## config.mk

```make
export PLATFORM = sky130hd
export DESIGN_NAME = trm_osc_ctrl
export DESIGN_NICKNAME = d
export VERILOG_FILES = /design/src/trm_pkg.sv /design/src/trm_cad_if.sv /design/src/trm_cadence.sv /design/src/trm_osc_ctrl.sv
export SDC_FILE = /design/constraint.sdc
export NUM_CORES = 1
export LEC_CHECK = 0
export BUFFER_PORTS_ARGS = -buffer_cell sky130_fd_sc_hd__buf_4
export CAP_MARGIN = 20
export CORE_MARGIN = 3
export CORE_UTILIZATION = 35
export CTS_CLUSTER_SIZE = 30
export DETAILED_ROUTE_END_ITERATION = 10
export PLACE_DENSITY = 0.59
export SYNTH_ARGS = -nofsm -noshare
export SYNTH_HDL_FRONTEND = slang
export SYNTH_SLANG_ARGS = --single-unit
```

## constraint.sdc

```tcl
create_clock -name i_clock -period 4.8 [get_ports i_clock]
set_input_delay 0.48 -clock i_clock [delete_from_list [all_inputs] [get_ports i_clock]]
set_output_delay 0.48 -clock i_clock [all_outputs]
set_load 0.03 [all_outputs]
```

## src/trm_pkg.sv

```systemverilog
// constants for the tone, ringing and metering oscillator control block
package trm_pkg;
  // ----------------------------------------------------------------
  // register indices, byte address is four times the index
  // ----------------------------------------------------------------
  localparam int unsigned IDX_W             = 10;
  localparam logic [9:0]  IDX_TONE_B_CTRL   = 10'h021;
  localparam logic [9:0]  IDX_RING_CTRL     = 10'h022;
  localparam logic [9:0]  IDX_METER_CTRL    = 10'h023;
  localparam logic [9:0]  IDX_TONE_A_ON_LO  = 10'h024;
  localparam logic [9:0]  IDX_TONE_A_ON_HI  = 10'h025;
  localparam logic [9:0]  IDX_RING_RUN      = 10'h040;

  // ----------------------------------------------------------------
  // field positions
  // ----------------------------------------------------------------
  localparam int unsigned BIT_ACTIVE        = 7;
  localparam int unsigned BIT_ZC_STOP       = 5;
  localparam int unsigned BIT_ON_LINE       = 5;
  localparam int unsigned BIT_ON_TIMER      = 4;
  localparam int unsigned BIT_OFF_TIMER     = 3;
  localparam int unsigned BIT_ENABLE        = 2;
  localparam int unsigned BIT_DC_OFFSET     = 1;
  localparam int unsigned BIT_WAVE_SHAPE    = 0;
  localparam int unsigned BIT_ROUTE_TX      = 0;
  localparam int unsigned BIT_ROUTE_RX      = 1;
  localparam int unsigned BIT_RING_RUN      = 0;

  // ----------------------------------------------------------------
  // reset values
  // ----------------------------------------------------------------
  localparam logic [7:0]  RST_TONE_B_CTRL   = 8'h00;
  localparam logic [7:0]  RST_RING_CTRL     = 8'h00;
  localparam logic [7:0]  RST_METER_CTRL    = 8'h00;
  localparam logic [7:0]  RST_TONE_A_ON     = 8'h00;

  // ----------------------------------------------------------------
  // bus responses
  // ----------------------------------------------------------------
  localparam logic [1:0]  RESP_OKAY         = 2'h0;
  localparam logic [1:0]  RESP_SLVERR       = 2'h2;

  // ----------------------------------------------------------------
  // timing
  // ----------------------------------------------------------------
  localparam int unsigned CLOCK_NS          = 50;
  localparam int unsigned TICK_US           = 125;
  localparam int unsigned TICK_CYCLES       = (TICK_US * 1000) / CLOCK_NS;
  localparam int unsigned TICK_W            = 12;
  localparam int unsigned GEN_COUNT         = 3;
  localparam int unsigned GEN_TONE_B        = 0;
  localparam int unsigned GEN_RING          = 1;
  localparam int unsigned GEN_METER         = 2;
endpackage

```

## src/trm_cad_if.sv

```systemverilog
// carrier between the register bank and one cadence sequencer
interface trm_cad_if;
  logic        tick;
  logic        enable;
  logic        on_timer_en;
  logic        off_timer_en;
  logic        zc_stop;
  logic        zero_cross;
  logic [15:0] on_count;
  logic [15:0] off_count;
  logic        active;

  modport ctl (output tick, output enable, output on_timer_en, output off_timer_en, output zc_stop,
               output zero_cross, output on_count, output off_count, input active);
  modport gen (input tick, input enable, input on_timer_en, input off_timer_en, input zc_stop,
               input zero_cross, input on_count, input off_count, output active);
endinterface

```

## src/trm_cadence.sv

```systemverilog
// active/inactive cadence sequencer for one signal generator
module trm_cadence (
  input  wire logic i_clock,
  input  wire logic i_srst,
  trm_cad_if.gen    cad
);
  typedef enum logic [1:0] {TRM_IDLE, TRM_ON, TRM_WAIT_ZC, TRM_OFF} trm_cad_state_e;

  trm_cad_state_e state_reg;
  trm_cad_state_e state_next;
  logic [15:0]    count_reg;
  logic [15:0]    count_next;
  logic           active_reg;
  logic           active_next;

  // ----------------------------------------------------------------
  // next state
  // ----------------------------------------------------------------
  always_comb begin
    state_next = state_reg;
    count_next = count_reg;
    case (state_reg)
      TRM_IDLE: begin
        if (cad.enable) begin
          state_next = TRM_ON;
          count_next = cad.on_count;
        end
      end
      TRM_ON: begin
        // a disabled active timer leaves the tone on indefinitely
        if (cad.on_timer_en && cad.tick) begin
          if (count_reg <= 16'h0001) begin
            if (cad.zc_stop) begin
              state_next = TRM_WAIT_ZC;
            end else begin
              state_next = TRM_OFF;
              count_next = cad.off_count;
            end
          end else begin
            count_next = count_reg - 16'h0001;
          end
        end
      end
      TRM_WAIT_ZC: begin
        if (cad.zero_cross) begin
          state_next = TRM_OFF;
          count_next = cad.off_count;
        end
      end
      TRM_OFF: begin
        // a disabled inactive timer makes the burst a one-shot
        if (cad.off_timer_en && cad.tick) begin
          if (count_reg <= 16'h0001) begin
            state_next = TRM_ON;
            count_next = cad.on_count;
          end else begin
            count_next = count_reg - 16'h0001;
          end
        end
      end
      default: begin
        state_next = TRM_IDLE;
      end
    endcase
    if (!cad.enable) begin
      state_next = TRM_IDLE;
    end
    active_next = (state_next == TRM_ON) || (state_next == TRM_WAIT_ZC);
  end

  always_ff @(posedge i_clock) begin
    if (i_srst) begin
      state_reg  <= TRM_IDLE;
      count_reg  <= 16'h0000;
      active_reg <= 1'b0;
    end else begin
      state_reg  <= state_next;
      count_reg  <= count_next;
      active_reg <= active_next;
    end
  end

  assign cad.active = active_reg;
endmodule

```

## src/trm_osc_ctrl.sv

```systemverilog
// axi4-lite register bank and cadence control for tone, ringing and metering oscillators

module trm_osc_ctrl #(
  parameter logic [15:0] TONE_B_ON_TICKS  = 16'h0320,
  parameter logic [15:0] TONE_B_OFF_TICKS = 16'h0320,
  parameter logic [15:0] RING_ON_TICKS    = 16'h3e80,
  parameter logic [15:0] RING_OFF_TICKS   = 16'h7d00,
  parameter logic [15:0] METER_ON_TICKS   = 16'h0640,
  parameter logic [15:0] METER_OFF_TICKS  = 16'h0640
) (
  input  wire logic        i_clock,
  input  wire logic        i_srst,
  input  wire logic [11:0] i_s_axi_awaddr,
  input  wire logic        i_s_axi_awvalid,
  output logic             o_s_axi_awready,
  input  wire logic [31:0] i_s_axi_wdata,
  input  wire logic [3:0]  i_s_axi_wstrb,
  input  wire logic        i_s_axi_wvalid,
  output logic             o_s_axi_wready,
  output logic [1:0]       o_s_axi_bresp,
  output logic             o_s_axi_bvalid,
  input  wire logic        i_s_axi_bready,
  input  wire logic [11:0] i_s_axi_araddr,
  input  wire logic        i_s_axi_arvalid,
  output logic             o_s_axi_arready,
  output logic [31:0]      o_s_axi_rdata,
  output logic [1:0]       o_s_axi_rresp,
  output logic             o_s_axi_rvalid,
  input  wire logic        i_s_axi_rready,
  input  wire logic        i_tone_b_zero_cross,
  input  wire logic        i_ring_dc_join,
  output logic             o_tone_b_tx_en,
  output logic             o_tone_b_rx_en,
  output logic             o_ring_on_line,
  output logic             o_ring_dc_offset_en,
  output logic             o_ring_wave_shape_sel,
  output logic             o_meter_active,
  output logic [15:0]      o_tone_a_on_time
);
  // ----------------------------------------------------------------
  // pin synchronisers: three stages, a change counts once two agree
  // ----------------------------------------------------------------
  logic [1:0] pin_in;
  logic [2:0] sync_reg [2];
  logic [2:0] sync_next [2];
  logic [1:0] pin_reg;
  logic [1:0] pin_next;

  assign pin_in = {i_ring_dc_join, i_tone_b_zero_cross};

  generate
    for (genvar p = 0; p < 2; p++) begin : g_sync
      always_comb begin
        sync_next[p] = {sync_reg[p][1:0], pin_in[p]};
        pin_next[p]  = (sync_reg[p][1] == sync_reg[p][2]) ? sync_reg[p][2] : pin_reg[p];
      end
      always_ff @(posedge i_clock) begin
        if (i_srst) begin
          sync_reg[p] <= 3'h0;
          pin_reg[p]  <= 1'b0;
        end else begin
          sync_reg[p] <= sync_next[p];
          pin_reg[p]  <= pin_next[p];
        end
      end
    end
  endgenerate

  // ----------------------------------------------------------------
  // 125 us cadence tick
  // ----------------------------------------------------------------
  localparam logic [11:0] TICK_LAST = 12'(trm_pkg::TICK_CYCLES - 1);

  logic [11:0] tick_cnt_reg;
  logic [11:0] tick_cnt_next;
  logic        tick_reg;
  logic        tick_next;

  always_comb begin
    tick_next     = (tick_cnt_reg == TICK_LAST);
    tick_cnt_next = tick_next ? 12'h000 : tick_cnt_reg + 12'h001;
  end

  always_ff @(posedge i_clock) begin
    if (i_srst) begin
      tick_cnt_reg <= 12'h000;
      tick_reg     <= 1'b0;
    end else begin
      tick_cnt_reg <= tick_cnt_next;
      tick_reg     <= tick_next;
    end
  end

  // ----------------------------------------------------------------
  // control registers and bus slave
  // ----------------------------------------------------------------
  logic [7:0]  tone_b_ctrl_reg;
  logic [7:0]  tone_b_ctrl_next;
  logic [7:0]  ring_ctrl_reg;
  logic [7:0]  ring_ctrl_next;
  logic [7:0]  meter_ctrl_reg;
  logic [7:0]  meter_ctrl_next;
  logic [7:0]  tone_a_lo_reg;
  logic [7:0]  tone_a_lo_next;
  logic [7:0]  tone_a_hi_reg;
  logic [7:0]  tone_a_hi_next;
  logic        ring_run_reg;
  logic        ring_run_next;

  logic        aw_held_reg;
  logic        aw_held_next;
  logic [9:0]  aw_idx_reg;
  logic [9:0]  aw_idx_next;
  logic        w_held_reg;
  logic        w_held_next;
  logic [7:0]  w_byte_reg;
  logic [7:0]  w_byte_next;
  logic        w_lane_reg;
  logic        w_lane_next;
  logic        awready_reg;
  logic        awready_next;
  logic        wready_reg;
  logic        wready_next;
  logic        bvalid_reg;
  logic        bvalid_next;
  logic [1:0]  bresp_reg;
  logic [1:0]  bresp_next;
  logic        arready_reg;
  logic        arready_next;
  logic        rvalid_reg;
  logic        rvalid_next;
  logic [1:0]  rresp_reg;
  logic [1:0]  rresp_next;
  logic [31:0] rdata_reg;
  logic [31:0] rdata_next;

  logic [2:0]  gen_active;
  logic        ring_line_reg;
  logic        ring_line_next;
  logic [9:0]  ar_idx;
  logic        do_write;
  logic        wr_lane;

  assign ar_idx  = i_s_axi_araddr[11:2];
  assign do_write = aw_held_reg && w_held_reg && !bvalid_reg;
  assign wr_lane  = do_write && w_lane_reg;

  always_comb begin
    aw_held_next = aw_held_reg;
    aw_idx_next  = aw_idx_reg;
    w_held_next  = w_held_reg;
    w_byte_next  = w_byte_reg;
    w_lane_next  = w_lane_reg;
    bvalid_next  = bvalid_reg;
    bresp_next   = bresp_reg;
    // address and data are taken in either order and held until both are in
    if (i_s_axi_awvalid && awready_reg) begin
      aw_held_next = 1'b1;
      aw_idx_next  = i_s_axi_awaddr[11:2];
    end
    if (i_s_axi_wvalid && wready_reg) begin
      w_held_next = 1'b1;
      w_byte_next = i_s_axi_wdata[7:0];
      w_lane_next = i_s_axi_wstrb[0];
    end
    if (do_write) begin
      aw_held_next = 1'b0;
      w_held_next  = 1'b0;
      bvalid_next  = 1'b1;
      case (aw_idx_reg)
        trm_pkg::IDX_TONE_B_CTRL, trm_pkg::IDX_RING_CTRL, trm_pkg::IDX_METER_CTRL,
        trm_pkg::IDX_TONE_A_ON_LO, trm_pkg::IDX_TONE_A_ON_HI, trm_pkg::IDX_RING_RUN: begin
          bresp_next = trm_pkg::RESP_OKAY;
        end
        default: begin
          bresp_next = trm_pkg::RESP_SLVERR;
        end
      endcase
    end
    if (bvalid_reg && i_s_axi_bready) begin
      bvalid_next = 1'b0;
    end
    awready_next = !aw_held_next && !bvalid_next;
    wready_next  = !w_held_next && !bvalid_next;

    // read-only bits are masked out of the stored copy
    tone_b_ctrl_next = tone_b_ctrl_reg;
    ring_ctrl_next   = ring_ctrl_reg;
    meter_ctrl_next  = meter_ctrl_reg;
    tone_a_lo_next   = tone_a_lo_reg;
    tone_a_hi_next   = tone_a_hi_reg;
    ring_run_next    = ring_run_reg;
    if (wr_lane) begin
      case (aw_idx_reg)
        trm_pkg::IDX_TONE_B_CTRL:  tone_b_ctrl_next = w_byte_reg & 8'h3f;
        trm_pkg::IDX_RING_CTRL:    ring_ctrl_next   = w_byte_reg & 8'h1b;
        trm_pkg::IDX_METER_CTRL:   meter_ctrl_next  = w_byte_reg & 8'h1c;
        trm_pkg::IDX_TONE_A_ON_LO: tone_a_lo_next   = w_byte_reg;
        trm_pkg::IDX_TONE_A_ON_HI: tone_a_hi_next   = w_byte_reg;
        trm_pkg::IDX_RING_RUN:     ring_run_next    = w_byte_reg[trm_pkg::BIT_RING_RUN];
        default: begin
        end
      endcase
    end

    rvalid_next = rvalid_reg;
    rresp_next  = rresp_reg;
    rdata_next  = rdata_reg;
    if (i_s_axi_arvalid && arready_reg) begin
      rvalid_next = 1'b1;
      rresp_next  = trm_pkg::RESP_OKAY;
      case (ar_idx)
        trm_pkg::IDX_TONE_B_CTRL: begin
          rdata_next = {24'h000000, gen_active[trm_pkg::GEN_TONE_B], tone_b_ctrl_reg[6:0]};
        end
        trm_pkg::IDX_RING_CTRL: begin
          rdata_next = {24'h000000, gen_active[trm_pkg::GEN_RING], 1'b0, ring_line_reg,
                        ring_ctrl_reg[4:3], ring_run_reg, ring_ctrl_reg[1:0]};
        end
        trm_pkg::IDX_METER_CTRL: begin
          rdata_next = {24'h000000, gen_active[trm_pkg::GEN_METER], meter_ctrl_reg[6:0]};
        end
        trm_pkg::IDX_TONE_A_ON_LO: rdata_next = {24'h000000, tone_a_lo_reg};
        trm_pkg::IDX_TONE_A_ON_HI: rdata_next = {24'h000000, tone_a_hi_reg};
        trm_pkg::IDX_RING_RUN:     rdata_next = {31'h00000000, ring_run_reg};
        default: begin
          rdata_next = 32'h00000000;
          rresp_next = trm_pkg::RESP_SLVERR;
        end
      endcase
    end else if (rvalid_reg && i_s_axi_rready) begin
      rvalid_next = 1'b0;
    end
    arready_next = !rvalid_next;
  end

  always_ff @(posedge i_clock) begin
    if (i_srst) begin
      aw_held_reg     <= 1'b0;
      aw_idx_reg      <= 10'h000;
      w_held_reg      <= 1'b0;
      w_byte_reg      <= 8'h00;
      w_lane_reg      <= 1'b0;
      awready_reg     <= 1'b0;
      wready_reg      <= 1'b0;
      bvalid_reg      <= 1'b0;
      bresp_reg       <= trm_pkg::RESP_OKAY;
      arready_reg     <= 1'b0;
      rvalid_reg      <= 1'b0;
      rresp_reg       <= trm_pkg::RESP_OKAY;
      rdata_reg       <= 32'h00000000;
      tone_b_ctrl_reg <= trm_pkg::RST_TONE_B_CTRL;
      ring_ctrl_reg   <= trm_pkg::RST_RING_CTRL;
      meter_ctrl_reg  <= trm_pkg::RST_METER_CTRL;
      tone_a_lo_reg   <= trm_pkg::RST_TONE_A_ON;
      tone_a_hi_reg   <= trm_pkg::RST_TONE_A_ON;
      ring_run_reg    <= 1'b0;
    end else begin
      aw_held_reg     <= aw_held_next;
      aw_idx_reg      <= aw_idx_next;
      w_held_reg      <= w_held_next;
      w_byte_reg      <= w_byte_next;
      w_lane_reg      <= w_lane_next;
      awready_reg     <= awready_next;
      wready_reg      <= wready_next;
      bvalid_reg      <= bvalid_next;
      bresp_reg       <= bresp_next;
      arready_reg     <= arready_next;
      rvalid_reg      <= rvalid_next;
      rresp_reg       <= rresp_next;
      rdata_reg       <= rdata_next;
      tone_b_ctrl_reg <= tone_b_ctrl_next;
      ring_ctrl_reg   <= ring_ctrl_next;
      meter_ctrl_reg  <= meter_ctrl_next;
      tone_a_lo_reg   <= tone_a_lo_next;
      tone_a_hi_reg   <= tone_a_hi_next;
      ring_run_reg    <= ring_run_next;
    end
  end

  // ----------------------------------------------------------------
  // cadence sequencers, one per generator
  // ----------------------------------------------------------------
  logic [2:0]  gen_en;
  logic [2:0]  gen_on_en;
  logic [2:0]  gen_off_en;
  logic [2:0]  gen_zc_stop;
  logic [2:0]  gen_zc;
  logic [15:0] gen_on_cnt  [3];
  logic [15:0] gen_off_cnt [3];

  always_comb begin
    gen_en      = {meter_ctrl_reg[trm_pkg::BIT_ENABLE], ring_run_reg, tone_b_ctrl_reg[trm_pkg::BIT_ENABLE]};
    gen_on_en   = {meter_ctrl_reg[trm_pkg::BIT_ON_TIMER], ring_ctrl_reg[trm_pkg::BIT_ON_TIMER],
                   tone_b_ctrl_reg[trm_pkg::BIT_ON_TIMER]};
    gen_off_en  = {meter_ctrl_reg[trm_pkg::BIT_OFF_TIMER], ring_ctrl_reg[trm_pkg::BIT_OFF_TIMER],
                   tone_b_ctrl_reg[trm_pkg::BIT_OFF_TIMER]};
    // only tone b has a zero-crossing stop
    gen_zc_stop = {2'b00, tone_b_ctrl_reg[trm_pkg::BIT_ZC_STOP]};
    gen_zc      = {2'b00, pin_reg[0]};
    gen_on_cnt[0]  = TONE_B_ON_TICKS;
    gen_off_cnt[0] = TONE_B_OFF_TICKS;
    gen_on_cnt[1]  = RING_ON_TICKS;
    gen_off_cnt[1] = RING_OFF_TICKS;
    gen_on_cnt[2]  = METER_ON_TICKS;
    gen_off_cnt[2] = METER_OFF_TICKS;
  end

  generate
    for (genvar g = 0; g < trm_pkg::GEN_COUNT; g++) begin : g_gen
      trm_cad_if cad ();
      assign cad.tick         = tick_reg;
      assign cad.enable       = gen_en[g];
      assign cad.on_timer_en  = gen_on_en[g];
      assign cad.off_timer_en = gen_off_en[g];
      assign cad.zc_stop      = gen_zc_stop[g];
      assign cad.zero_cross   = gen_zc[g];
      assign cad.on_count     = gen_on_cnt[g];
      assign cad.off_count    = gen_off_cnt[g];
      assign gen_active[g]    = cad.active;
      trm_cadence u_cadence (
        .i_clock (i_clock),
        .i_srst  (i_srst),
        .cad     (cad)
      );
    end
  endgenerate

  // ----------------------------------------------------------------
  // line-side outputs
  // ----------------------------------------------------------------
  logic        tx_en_reg;
  logic        tx_en_next;
  logic        rx_en_reg;
  logic        rx_en_next;
  logic        meter_reg;
  logic        meter_next;

  always_comb begin
    tx_en_next = gen_active[trm_pkg::GEN_TONE_B] && tone_b_ctrl_reg[trm_pkg::BIT_ROUTE_TX];
    rx_en_next = gen_active[trm_pkg::GEN_TONE_B] && tone_b_ctrl_reg[trm_pkg::BIT_ROUTE_RX];
    meter_next = gen_active[trm_pkg::GEN_METER];
    // the line only follows the oscillator at the dc feed join point,
    // so no step appears on the conductors at start or stop
    ring_line_next = ring_line_reg;
    if (pin_reg[1]) begin
      ring_line_next = gen_active[trm_pkg::GEN_RING];
    end
  end

  always_ff @(posedge i_clock) begin
    if (i_srst) begin
      tx_en_reg     <= 1'b0;
      rx_en_reg     <= 1'b0;
      meter_reg     <= 1'b0;
      ring_line_reg <= 1'b0;
    end else begin
      tx_en_reg     <= tx_en_next;
      rx_en_reg     <= rx_en_next;
      meter_reg     <= meter_next;
      ring_line_reg <= ring_line_next;
    end
  end

  assign o_s_axi_awready       = awready_reg;
  assign o_s_axi_wready        = wready_reg;
  assign o_s_axi_bvalid        = bvalid_reg;
  assign o_s_axi_bresp         = bresp_reg;
  assign o_s_axi_arready       = arready_reg;
  assign o_s_axi_rvalid        = rvalid_reg;
  assign o_s_axi_rresp         = rresp_reg;
  assign o_s_axi_rdata         = rdata_reg;
  assign o_tone_b_tx_en        = tx_en_reg;
  assign o_tone_b_rx_en        = rx_en_reg;
  assign o_ring_on_line        = ring_line_reg;
  assign o_ring_dc_offset_en   = ring_ctrl_reg[trm_pkg::BIT_DC_OFFSET];
  assign o_ring_wave_shape_sel = ring_ctrl_reg[trm_pkg::BIT_WAVE_SHAPE];
  assign o_meter_active        = meter_reg;
  assign o_tone_a_on_time      = {tone_a_hi_reg, tone_a_lo_reg};
endmodule

```

==> PnR_summary.wiki, run 1 <==
{| class="wikitable"
! Metric !! Value
|-
| PwrDens || 349 mW/mm²
|-
| Final Max Tran Viols || 0
|-
| Post-Layout Cell Count || 1125
|-
| Drc violations || 0
|-
| Post-synthesis instance area || 0.00680 mm²
|-
| Critical-path maximum fanout || 13
|-
| CTS tree || done
|-
| Clock Tree Buf Depth || 2
|-
| Number of flops mapped to enable cells by yosys || 0
|-
| Endpoint type of the worst setup path || flip-flop
|-
| Vias in the first global route || 5254
|-
| Path type of the worst setup path || flip-flop to flip-flop
|-
| Post-synthesis average cell area || 8.57 µm²
|-
| RePlAce Congestion || 0.780
|-
| Number of sinks driven by the clock tree || 148
|-
| Post-DR vias/cell || 5.02
|-
| Synthesized instance count || 793
|-
| Min Tclk post-route || 2.64 ns
|-
| Global routing usage summed across all routing layers || 0.150
|-
| Number of inserted filler cells in the final layout || 1937
|-
| Total of endpoints with negative setup slack in the final report || 0
|-
| CTS clock-pin slew for the worst setup and hold paths || 0.06 ns
|-
| Global-route wire length before repair || 26400 µm
|-
| Placed insts || 1093
|-
| Root cell of the clock tree || sky130_fd_sc_hd__clkbuf_16
|-
| Largest net degree at the start of global routing || 74
|-
| Critical path launch point type || flip-flop
|-
| Share of flip-flops with an asynchronous set or reset || 0
|-
| Depth of the most critical reg-to-reg path || 5
|-
| Highest-count cells in the layout ignoring fill and taps || sky130_fd_sc_hd__dfxtp_1 (148), sky130_fd_sc_hd__nor2_1 (108), sky130_fd_sc_hd__nand2_1 (81)
|-
| Die height || 145 µm
|-
| Most used flip-flop cell after synthesis || sky130_fd_sc_hd__dfxtp_1
|-
| Initial DRT Pass Iterations || 5
|-
| Required @ worst endpoint || 5.16 ns
|-
| Initial antenna violation count || 0
|-
| Final Hold Vio Count || 0
|-
| Total routed wirelength || 15900 µm
|-
| DRC violation total after the first TritonRoute iteration || 402
|-
| Overflow left after global routing || 0
|-
| Max FFs per register || 48
|-
| Sequential element share of the synthesized area || 0.436
|-
| Hold Path Stages || 2
|-
| Area of combinational cells with multiple inputs || 0.00352 mm²
|-
| Number of clock buffers inserted by TritonCTS || 17
|-
| Final antenna diode count || 0
|-
| Final clock period utilization by the worst path || 0.551
|-
| Result of the run || complete, no violations
|-
| Tightest Hold Check Type || input port to flip-flop
|-
| Number of distinct standard cells referenced by the synthesized netlist || 68
|-
| Count of hold buffers inserted by post-cts repair || 0
|-
| Input/output buffers || 74
|-
| Slew at the pin closest to its max-slew limit || 0.968 ns
|-
| Starting density of the core || 0.360
|-
| Final #Nets || 928
|-
| Post-cts sizing count || 0
|-
| Final TNS setup || 0 ns
|-
| Post-DP HPWL || 11000 µm
|-
| Number of synthesis warnings || 0
|-
| Num rows || 50
|-
| Relative slew slack || 0.355
|-
| Data arrival, critical path || 3.00 ns
|-
| Number of storage elements in the synthesis netlist || 148
|-
| Detail-routed net length per standard cell || 14.1 µm
|-
| Share of layout cells above drive strength 1 || 0.149
|-
| CORE AREA || 0.0189 mm²
|-
| Leakage power summed over all cells || 3.36 nW
|-
| Die area || 0.0211 mm²
|-
| Reg area || 0.00296 mm²
|-
| Top-level I/O count || 132
|-
| Maximum level of the CTS H-tree || 4
|-
| Number of setup buffers added after CTS || 0
|-
| Synthesis-to-layout area growth || 19.1%
|-
| Setup repair after global routing missed its margin || no
|-
| Max-capacitance violation count || 0
|-
| Core utilization of the finished layout || 0.429
|-
| Chip Width || 145 µm
|-
| Total number of vias || 5651
|-
| Max Clock Skew || 0.00769 ns
|-
| Most common cell after layout, fill and taps aside || sky130_fd_sc_hd__dfxtp_1
|-
| Worst-case vdd ir drop || 0.251 mV
|-
| Max Fclk || 378 MHz
|-
| Clk_lat worst skew || 0.42 ns
|-
| ANT nets after route || 0
|}
cell families after synthesis:
logic type / synth area share
AOI/OAI and AO/OA: 0.123
other: 0.000552
and+or+nand+nor: 0.258
muxes: 0.0688
buffers and inverters: 0.0606
adders and majority gates: 0.0129
xor gates and xnor gates: 0.0399
DFF: 0.436
Yosys cell counts (3+ instances only):
cell type,instances,area (µm²)
sky130_fd_sc_hd__and3_1,13,81.3
sky130_fd_sc_hd__xnor2_1,5,43.8
sky130_fd_sc_hd__buf_4,26,195
sky130_fd_sc_hd__a22o_1,4,35.0
sky130_fd_sc_hd__xor2_1,26,228
sky130_fd_sc_hd__nor2b_1,11,68.8
sky130_fd_sc_hd__nand3b_1,6,45.0
sky130_fd_sc_hd__mux2i_1,40,400
sky130_fd_sc_hd__o21a_1,3,22.5
sky130_fd_sc_hd__nor4_1,15,93.8
sky130_fd_sc_hd__or4_1,7,52.6
sky130_fd_sc_hd__a211oi_1,6,45.0
sky130_fd_sc_hd__nand4b_1,8,70.1
sky130_fd_sc_hd__a21o_1,4,30.0
sky130_fd_sc_hd__nor2_1,108,405
sky130_fd_sc_hd__a221oi_1,4,35.0
sky130_fd_sc_hd__inv_1,21,78.8
sky130_fd_sc_hd__a31oi_1,4,25.0
sky130_fd_sc_hd__ha_1,7,87.6
sky130_fd_sc_hd__mux2_2,4,45.0
sky130_fd_sc_hd__nand2b_1,5,31.3
sky130_fd_sc_hd__nand2_1,81,304
sky130_fd_sc_hd__and2_1,5,31.3
sky130_fd_sc_hd__o211ai_1,5,37.5
sky130_fd_sc_hd__dfxtp_1,148,2960
sky130_fd_sc_hd__or3_1,7,43.8
sky130_fd_sc_hd__a21oi_1,52,260
sky130_fd_sc_hd__or4b_2,4,40.0
sky130_fd_sc_hd__buf_2,3,15.0
sky130_fd_sc_hd__nand4_1,8,50.1
sky130_fd_sc_hd__clkbuf_1,30,113
sky130_fd_sc_hd__nor3_1,26,130
sky130_fd_sc_hd__o21ai_0,26,130
sky130_fd_sc_hd__nand3_1,23,115
sky130_fd_sc_hd__o31ai_1,3,22.5
metrics by stage:
| step | setup WS, ns | hold slack (ns) | instance area, µm² | total power (W) |
|---|---|---|---|---|
| final | 2.16 | 0.271 | 8100 | 0.00283 |
| after global placement | 2.15 | 0.433 | 7460 | 0.00142 |
| after detailed placement | 2.16 | 0.438 | 7460 | 0.00142 |
| after floorplan | 2.52 | 0.414 | 6890 | 0.00139 |
| after CTS | 2.17 | 0.259 | 8100 | 0.00286 |
| after global routing | 1.95 | 0.280 | 8100 | 0.00293 |
worst paths after layout:
path                       start                               end  slack, ns
min          i_tone_b_zero_cross                    sync_reg[0][0]       0.27
min reg2reg       sync_reg[1][0]                    sync_reg[1][1]       0.45
max            g_gen[0].cad.tick  g_gen[0].u_cadence.count_reg[15]       2.16
max reg2reg    g_gen[0].cad.tick  g_gen[0].u_cadence.count_reg[15]       2.16
report_power, final:
part	internal, W	total [W]	switching, W
logic	0.0000442	0.000135	0.0000905
registers	0.00124	0.00126	0.0000158
clock network	0.000847	0.00143	0.000587
total	0.00214	0.00283	0.000693
critical path, stage by stage, from the launching register on:
cell                       delay, ns
sky130_fd_sc_hd__dfxtp_1        0.49
sky130_fd_sc_hd__nand2_1        0.09
sky130_fd_sc_hd__mux4_2         0.55
sky130_fd_sc_hd__a211oi_2       0.73
sky130_fd_sc_hd__or4b_2         0.65
sky130_fd_sc_hd__nand3_1        0.08
layer usage:
| layer | track usage | vias to the layer above | part of all wire |
|---|---|---|---|
| met4 | 0.0508 | 0 | 0.015 |
| met5 | 0 | - | 0 |
| met2 | 0.224 | 130 | 0.44 |
| li1 | - | 2874 | - |
| met1 | 0.213 | 2630 | 0.50 |
| met3 | 0.0355 | 17 | 0.046 |
final cells by class:
cell class,instances,share of cell area
repair buffers,76,0.0704
clock inverters,15,0.0264
inverters,21,0.00973
well taps,260,0.0402
flip-flops and latches,148,0.366
multi-input cells,588,0.435
clock buffers,17,0.0525
No activity file was read; power rests on OpenSTA's default activity.
==> inputs of run 2 (changes only) <==
PLACE_DENSITY = 0.61   (was 0.59)
clock period = 2.4 ns   (was 4.8 ns; I/O delays follow)
==> run 2 against run 1 <==
Net effect: combinational power up 100%; wire length up 2.7%; worst setup slack worse by 2.1 ns; utilization up 1.0 points; first-iteration DRC count down 11%; sequential share of layout area down 0.87 points; clock skew up 0.0034 ns; critical endpoint is now g_gen[1].u_cadence.count_reg[8].
==> PnR_summary.wiki, run 2 (synthesis results as in run 1) <==
{| class="wikitable"
! Metric !! Value
|-
| Critical path launch point type || flip-flop
|-
| Global-route wire length before repair || 27100 µm (+2.7%)
|-
| Total routed wirelength || 16300 µm (+2.7%)
|-
| Max FFs per register || 48 (unchanged)
|-
| Setup repair after global routing missed its margin || no
|-
| RePlAce Congestion || 0.812 (+4.1%)
|-
| NetSw || 0.00139 W (+100%)
|-
| Relative slew slack || 0.517 (+0.162)
|-
| Endpoint type of the worst setup path || flip-flop
|-
| Starting density of the core || 0.360 (unchanged)
|-
| Post-place instance area || 0.00769 mm² (+3.2%)
|-
| Final antenna diode count || 0 (unchanged)
|-
| Tightest Hold Check Type || input port to flip-flop
|-
| Chip Width || 145 µm (unchanged)
|-
| Area of combinational cells with multiple inputs || 0.00352 mm² (about the same)
|-
| Fraction of power spent switching nets || 0.255 (+0.0103)
|-
| Final clock period utilization by the worst path || 0.957 (+0.406)
|-
| Number of inserted filler cells in the final layout || 1932 (-0.26%)
|-
| Initial DRT Pass Iterations || 5 (unchanged)
|-
| Worst-case vdd ir drop || 0.576 mV (+130%)
|-
| Reg area || 0.00296 mm² (unchanged)
|-
| Relative contribution of sequential cells to total power || 0.462 (+0.016)
|-
| Required @ worst endpoint || 2.71 ns (-2.45 ns)
|-
| Total power of the final layout || 0.00546 W (+93%)
|-
| Final TNS setup || 0 ns (unchanged)
|-
| DRC violation total after the first TritonRoute iteration || 357 (-11%)
|-
| Maximum level of the CTS H-tree || 4 (unchanged)
|-
| Top-level I/O count || 132 (unchanged)
|-
| Global routing usage summed across all routing layers || 0.154 (+0.00446)
|-
| Initial antenna violation count || 0 (unchanged)
|-
| Num rows || 50 (unchanged)
|-
| Start point of the worst hold path || i_tone_b_zero_cross
|-
| Critical Path Start || g_gen[1].u_cadence.count_reg[8]
|-
| Area of all placed cells without fillers || 0.00830 mm² (+2.4%)
|-
| Final Max Tran Viols || 0 (unchanged)
|-
| Met2 wire length || 7120 µm (+0.82%)
|-
| Largest net degree at the start of global routing || 38 (-49%)
|-
| Met3 wirelength from detailed routing || 862 µm (+19%)
|-
| Total of endpoints with negative setup slack in the final report || 0 (unchanged)
|-
| Uppermost layer routed || met4
|-
| Post-DP HPWL || 11700 µm (+6.1%)
|-
| Min Tclk post-route || 2.30 ns (-0.347 ns)
|-
| Vias in the first global route || 5516 (+5.0%)
|-
| Combinational share of power || 0.050 (+0.002)
|-
| Count of hold buffers inserted by post-cts repair || 0 (unchanged)
|-
| Most common cell after layout, fill and taps aside || sky130_fd_sc_hd__dfxtp_1
|-
| Max-capacitance violation count || 0 (unchanged)
|-
| Overflow left after global routing || 0 (unchanged)
|-
| Clock Tree Buf Depth || 2 (unchanged)
|-
| Data arrival, critical path || 2.61 ns (-0.39 ns)
|-
| CP peak stage delay || 0.59 ns (-0.14 ns)
|-
| Cell seen most often among critical-path stages || sky130_fd_sc_hd__or4_4
|-
| Drc violations || 0 (unchanged)
|-
| Root cell of the clock tree || sky130_fd_sc_hd__clkbuf_16
|-
| Final Hold Vio Count || 0 (unchanged)
|-
| Die height || 145 µm (unchanged)
|-
| Result of the run || complete, no violations
|-
| Worst reg2reg path startpoint || g_gen[1].u_cadence.count_reg[8]
|-
| Leakage power summed over all cells || 3.49 nW (+3.9%)
|-
| Critical-path maximum fanout || 6 (-7)
|-
| Worst path slowest cell || sky130_fd_sc_hd__or4_4
|-
| Cell-internal power || 0.00406 W (+90%)
|-
| Detail-routed net length per standard cell || 14.1 µm (-0.27%)
|-
| Max Fclk || 435 MHz (+15%)
|-
| Clk_lat worst skew || 0.43 ns (about the same)
|-
| Slew at the pin closest to its max-slew limit || 0.725 ns (-0.243 ns)
|-
| Input/output buffers || 74 (unchanged)
|-
| Post-DR vias/cell || 4.94 (-1.7%)
|-
| Post-route met1 wirelength || 8030 µm (+2.0%)
|-
| Number of clock buffers inserted by TritonCTS || 17 (unchanged)
|-
| ANT nets after route || 0 (unchanged)
|-
| Total number of vias || 5716 (+1.2%)
|-
| CTS tree || done
|-
| Synthesis-to-layout area growth || 22.0%
|-
| Share of layout cells above drive strength 1 || 0.180 (+0.0313)
|-
| Die area || 0.0211 mm² (unchanged)
|-
| Max Clock Skew || 0.0110 ns (+0.00335 ns)
|-
| CORE AREA || 0.0189 mm² (unchanged)
|-
| Number of sinks driven by the clock tree || 148 (unchanged)
|-
| CTS clock-pin slew for the worst setup and hold paths || 0.06 ns (about the same)
|-
| Highest-count cells in the layout ignoring fill and taps || sky130_fd_sc_hd__dfxtp_1 (148), sky130_fd_sc_hd__buf_4 (109), sky130_fd_sc_hd__nor2_1 (108)
|-
| Path type of the worst setup path || flip-flop to flip-flop
|-
| Final #Nets || 961 (+3.6%)
|-
| Critical path cell sequence || or4_4 -> or4_4 -> o31ai_1 -> buf_4 -> a21oi_1 -> o221a_2
|-
| Power share of the clock group || 0.487 (-0.020)
|-
| PwrDens || 658 mW/mm² (+88%)
|}
## run 2: layout make-up
type / instances / share of cell area
sequential: 148 / 0.357
inverter: 21 / 0.00950
multi-input combinational: 588 / 0.424
timing repair buffer: 109 / 0.0986
clock buffer: 17 / 0.0513
clock inverter: 15 / 0.0198
tap: 260 / 0.0392
## run 2: through the flow
stage          utilization  hold slack (ns)  instances  worst slack (ns)
2_1_floorplan            -            0.368        818             0.118
5_1_grt              0.439           0.0404       1158            0.0433
6_report             0.439           0.0270       1158             0.102
3_3_place_gp         0.407            0.418       1125             0.124
3_5_place_dp         0.407            0.420       1125             0.114
4_1_cts              0.438           0.0156       1157            0.0839
## run 2: critical path, delay by kind of cell, from the launching register on
kind	cells	cell delay (ns)
AOI/OAI and AO/OA	3	0.61
DFF	1	0.35
buffers and inverters	1	0.19
and+or+nand+nor	2	1.05
## run 2: final timing paths
| check | end | slack [ns] | cells after the start |
|---|---|---|---|
| worst min-delay path | sync_reg[0][0] | 0.03 | 2 |
| worst max-delay path | g_gen[1].u_cadence.count_reg[8] | 0.10 | 6 |
| worst min register to register | sync_reg[0][1] | 0.43 | 1 |
| worst max register to register | g_gen[1].u_cadence.count_reg[8] | 0.10 | 6 |
## run 2: metal layers
metal	vias up	track usage
li1	2938	-
met1	2618	0.213
met2	141	0.234
met3	19	0.0424
met4	0	0.0518
met5	-	0
## run 2: power groups by stage
stage,sequential [W],combinational (W),clock [W]
2_1_floorplan,0.00258,0.000201,0
3_3_place_gp,0.00258,0.000273,0
3_5_place_dp,0.00258,0.000275,0
4_1_cts,0.00252,0.000276,0.00273
5_1_grt,0.00253,0.000302,0.00283
6_report,0.00252,0.000274,0.00266
## run 2: repair_timing
| item | 4_1_cts | 5_1_grt |
|---|---|---|
| setup endpoints to repair | 0 | 11 |
| buffers inserted | 0 | 1 |
| resized for setup | 0 | 1 |
==> inputs of run 3 (changes only) <==
CELL_PAD_IN_SITES_DETAIL_PLACEMENT = 1   (was not set)
CELL_PAD_IN_SITES_GLOBAL_PLACEMENT = 1   (was not set)
PLACE_DENSITY = 0.76   (was 0.61)
==> run 3 against run 2 <==
Net effect: utilization is 0.11 points lower; fmax is 0.47% lower; worst setup slack worse by 0.011 ns; first-iteration DRC count is 32% lower; final area is 0.26% lower; total power is 1.3% lower; highest routed layer unchanged.
==> PnR_summary.wiki, run 3 (synthesis results as in run 1) <==
{| class="wikitable"
! Metric !! Value
|-
| Result of the run || complete, no violations
|-
| Drc violations || 0 (unchanged)
|-
| Largest net degree at the start of global routing || 53 (+39%)
|-
| PwrDens || 651 mW/mm² (-1.1%)
|-
| Die height || 145 µm (unchanged)
|-
| RePlAce Congestion || 0.777 (-4.4%)
|-
| Min Tclk post-route || 2.31 ns (+0.0109 ns)
|-
| Total routed wirelength || 18500 µm (+13%)
|-
| Data arrival, critical path || 2.62 ns (about the same)
|-
| Worst-case vdd ir drop || 0.467 mV (-19%)
|-
| Final antenna diode count || 0 (unchanged)
|-
| Maximum level of the CTS H-tree || 4 (unchanged)
|-
| Setup repair after global routing missed its margin || no
|-
| Number of sinks driven by the clock tree || 148 (unchanged)
|-
| Top-level I/O count || 132 (unchanged)
|-
| CTS tree || done
|-
| Detail-routed net length per standard cell || 16.0 µm (+14%)
|-
| Synthesis-to-layout area growth || 21.7%
|-
| Max-capacitance violation count || 0 (unchanged)
|-
| Vias in the first global route || 5979 (+8.4%)
|-
| Endpoint type of the worst setup path || flip-flop
|-
| Starting density of the core || 0.360 (unchanged)
|-
| Max Fclk || 433 MHz (-0.47%)
|-
| Share of layout cells above drive strength 1 || 0.179 (-0.00183)
|-
| Leakage power summed over all cells || 3.46 nW (-0.76%)
|-
| Slew at the pin closest to its max-slew limit || 0.661 ns (-0.0645 ns)
|-
| Tightest Hold Check Type || input port to flip-flop
|-
| Chip Width || 145 µm (unchanged)
|-
| Final Hold Vio Count || 0 (unchanged)
|-
| Highest-count cells in the layout ignoring fill and taps || sky130_fd_sc_hd__dfxtp_1 (148), sky130_fd_sc_hd__nor2_1 (108), sky130_fd_sc_hd__buf_4 (107)
|-
| Total power of the final layout || 0.00538 W (-1.3%)
|-
| CORE AREA || 0.0189 mm² (unchanged)
|-
| CTS clock-pin slew for the worst setup and hold paths || 0.07 ns (about the same)
|-
| Max Clock Skew || 0.0131 ns (+0.00200 ns)
|-
| Required @ worst endpoint || 2.71 ns (about the same)
|-
| Input/output buffers || 74 (unchanged)
|-
| Clock Tree Buf Depth || 2 (unchanged)
|-
| Path type of the worst setup path || flip-flop to flip-flop
|-
| Final TNS setup || 0 ns (unchanged)
|-
| Critical path launch point type || flip-flop
|-
| Initial antenna violation count || 0 (unchanged)
|-
| Final clock period utilization by the worst path || 0.962 (+0.00454)
|-
| DRC violation total after the first TritonRoute iteration || 241 (-32%)
|-
| ANT nets after route || 0 (unchanged)
|-
| Global-route wire length before repair || 30200 µm (+12%)
|-
| Critical-path maximum fanout || 6 (unchanged)
|-
| Global routing usage summed across all routing layers || 0.172 (+0.0183)
|-
| Die area || 0.0211 mm² (unchanged)
|-
| Overflow left after global routing || 0 (unchanged)
|-
| Total of endpoints with negative setup slack in the final report || 0 (unchanged)
|-
| Max FFs per register || 48 (unchanged)
|-
| Final Max Tran Viols || 0 (unchanged)
|-
| Num rows || 50 (unchanged)
|-
| Clk_lat worst skew || 0.43 ns (about the same)
|-
| Number of clock buffers inserted by TritonCTS || 17 (unchanged)
|-
| Initial DRT Pass Iterations || 4 (-1)
|-
| Count of hold buffers inserted by post-cts repair || 0 (unchanged)
|-
| Root cell of the clock tree || sky130_fd_sc_hd__clkbuf_16
|-
| Final #Nets || 960 (-0.10%)
|-
| Relative slew slack || 0.560 (+0.0430)
|-
| Most common cell after layout, fill and taps aside || sky130_fd_sc_hd__dfxtp_1
|-
| Post-DR vias/cell || 5.12 (+3.8%)
|-
| Total number of vias || 5924 (+3.6%)
|-
| Post-DP HPWL || 13000 µm (+11%)
|}
-- run 3: stage by stage --
| step | cells | worst slack (ns) | utilization | area (µm²) | hold slack (ns) |
|---|---|---|---|---|---|
| floorplan | 818 | 0.118 | - | 6890 | 0.368 |
| global placement | 1123 | 0.139 | 0.407 | 7690 | 0.425 |
| detailed placement | 1123 | 0.124 | 0.407 | 7690 | 0.440 |
| CTS | 1154 | 0.0987 | 0.437 | 8260 | 0.0217 |
| global route | 1156 | 0.0118 | 0.438 | 8270 | 0.0548 |
| finish | 1156 | 0.0914 | 0.438 | 8270 | 0.0386 |
-- run 3: timing repair --
action,in CTS,in global routing
buffers inserted,0,2
resized for setup,0,1
setup endpoints to repair,0,5
-- run 3: layout make-up --
cell class              instances  area, µm²
inverters                      21       78.8
multi-input cells             588       3520
repair buffers                108        823
clock inverters                14        140
flip-flops and latches        148       2960
clock buffers                  17        425
well taps                     260        325
fillers                      2330      10600
-- run 3: worst paths after layout --
check	startpoint	cells after the start	end	slack (ns)
worst min register to register	tick_cnt_reg[0]	1	tick_cnt_reg[0]	0.46
worst min-delay path	i_ring_dc_join	2	sync_reg[1][0]	0.04
worst max-delay path	g_gen[1].u_cadence.count_reg[8]	5	g_gen[1].u_cadence.cad.active	0.09
worst max register to register	g_gen[1].u_cadence.count_reg[8]	5	g_gen[1].u_cadence.cad.active	0.09
-- run 3: critical path, cell delays in order (launching register included) --
cell and delay (ns):
sky130_fd_sc_hd__dfxtp_1 0.36, sky130_fd_sc_hd__or4_4 0.59, sky130_fd_sc_hd__or4_4 0.46, sky130_fd_sc_hd__or2_1 0.24, sky130_fd_sc_hd__or3_1 0.37, sky130_fd_sc_hd__and3b_1 0.17
-- run 3: layer usage --
metal / GRT usage / routed length (µm) / up-vias
li1: - / - / 2923
met1: 0.217 / 8480 / 2874
met2: 0.291 / 9010 / 99
met3: 0.0308 / 587 / 28
met4: 0.0741 / 444 / 0
met5: 0 / 0 / -
-- run 3: power by group --
group	internal [W]	switching (W)	leakage [nW]
registers	0.00249	0.0000330	1.20
clock network	0.00145	0.00113	0.262
logic	0.0000950	0.000184	2.00
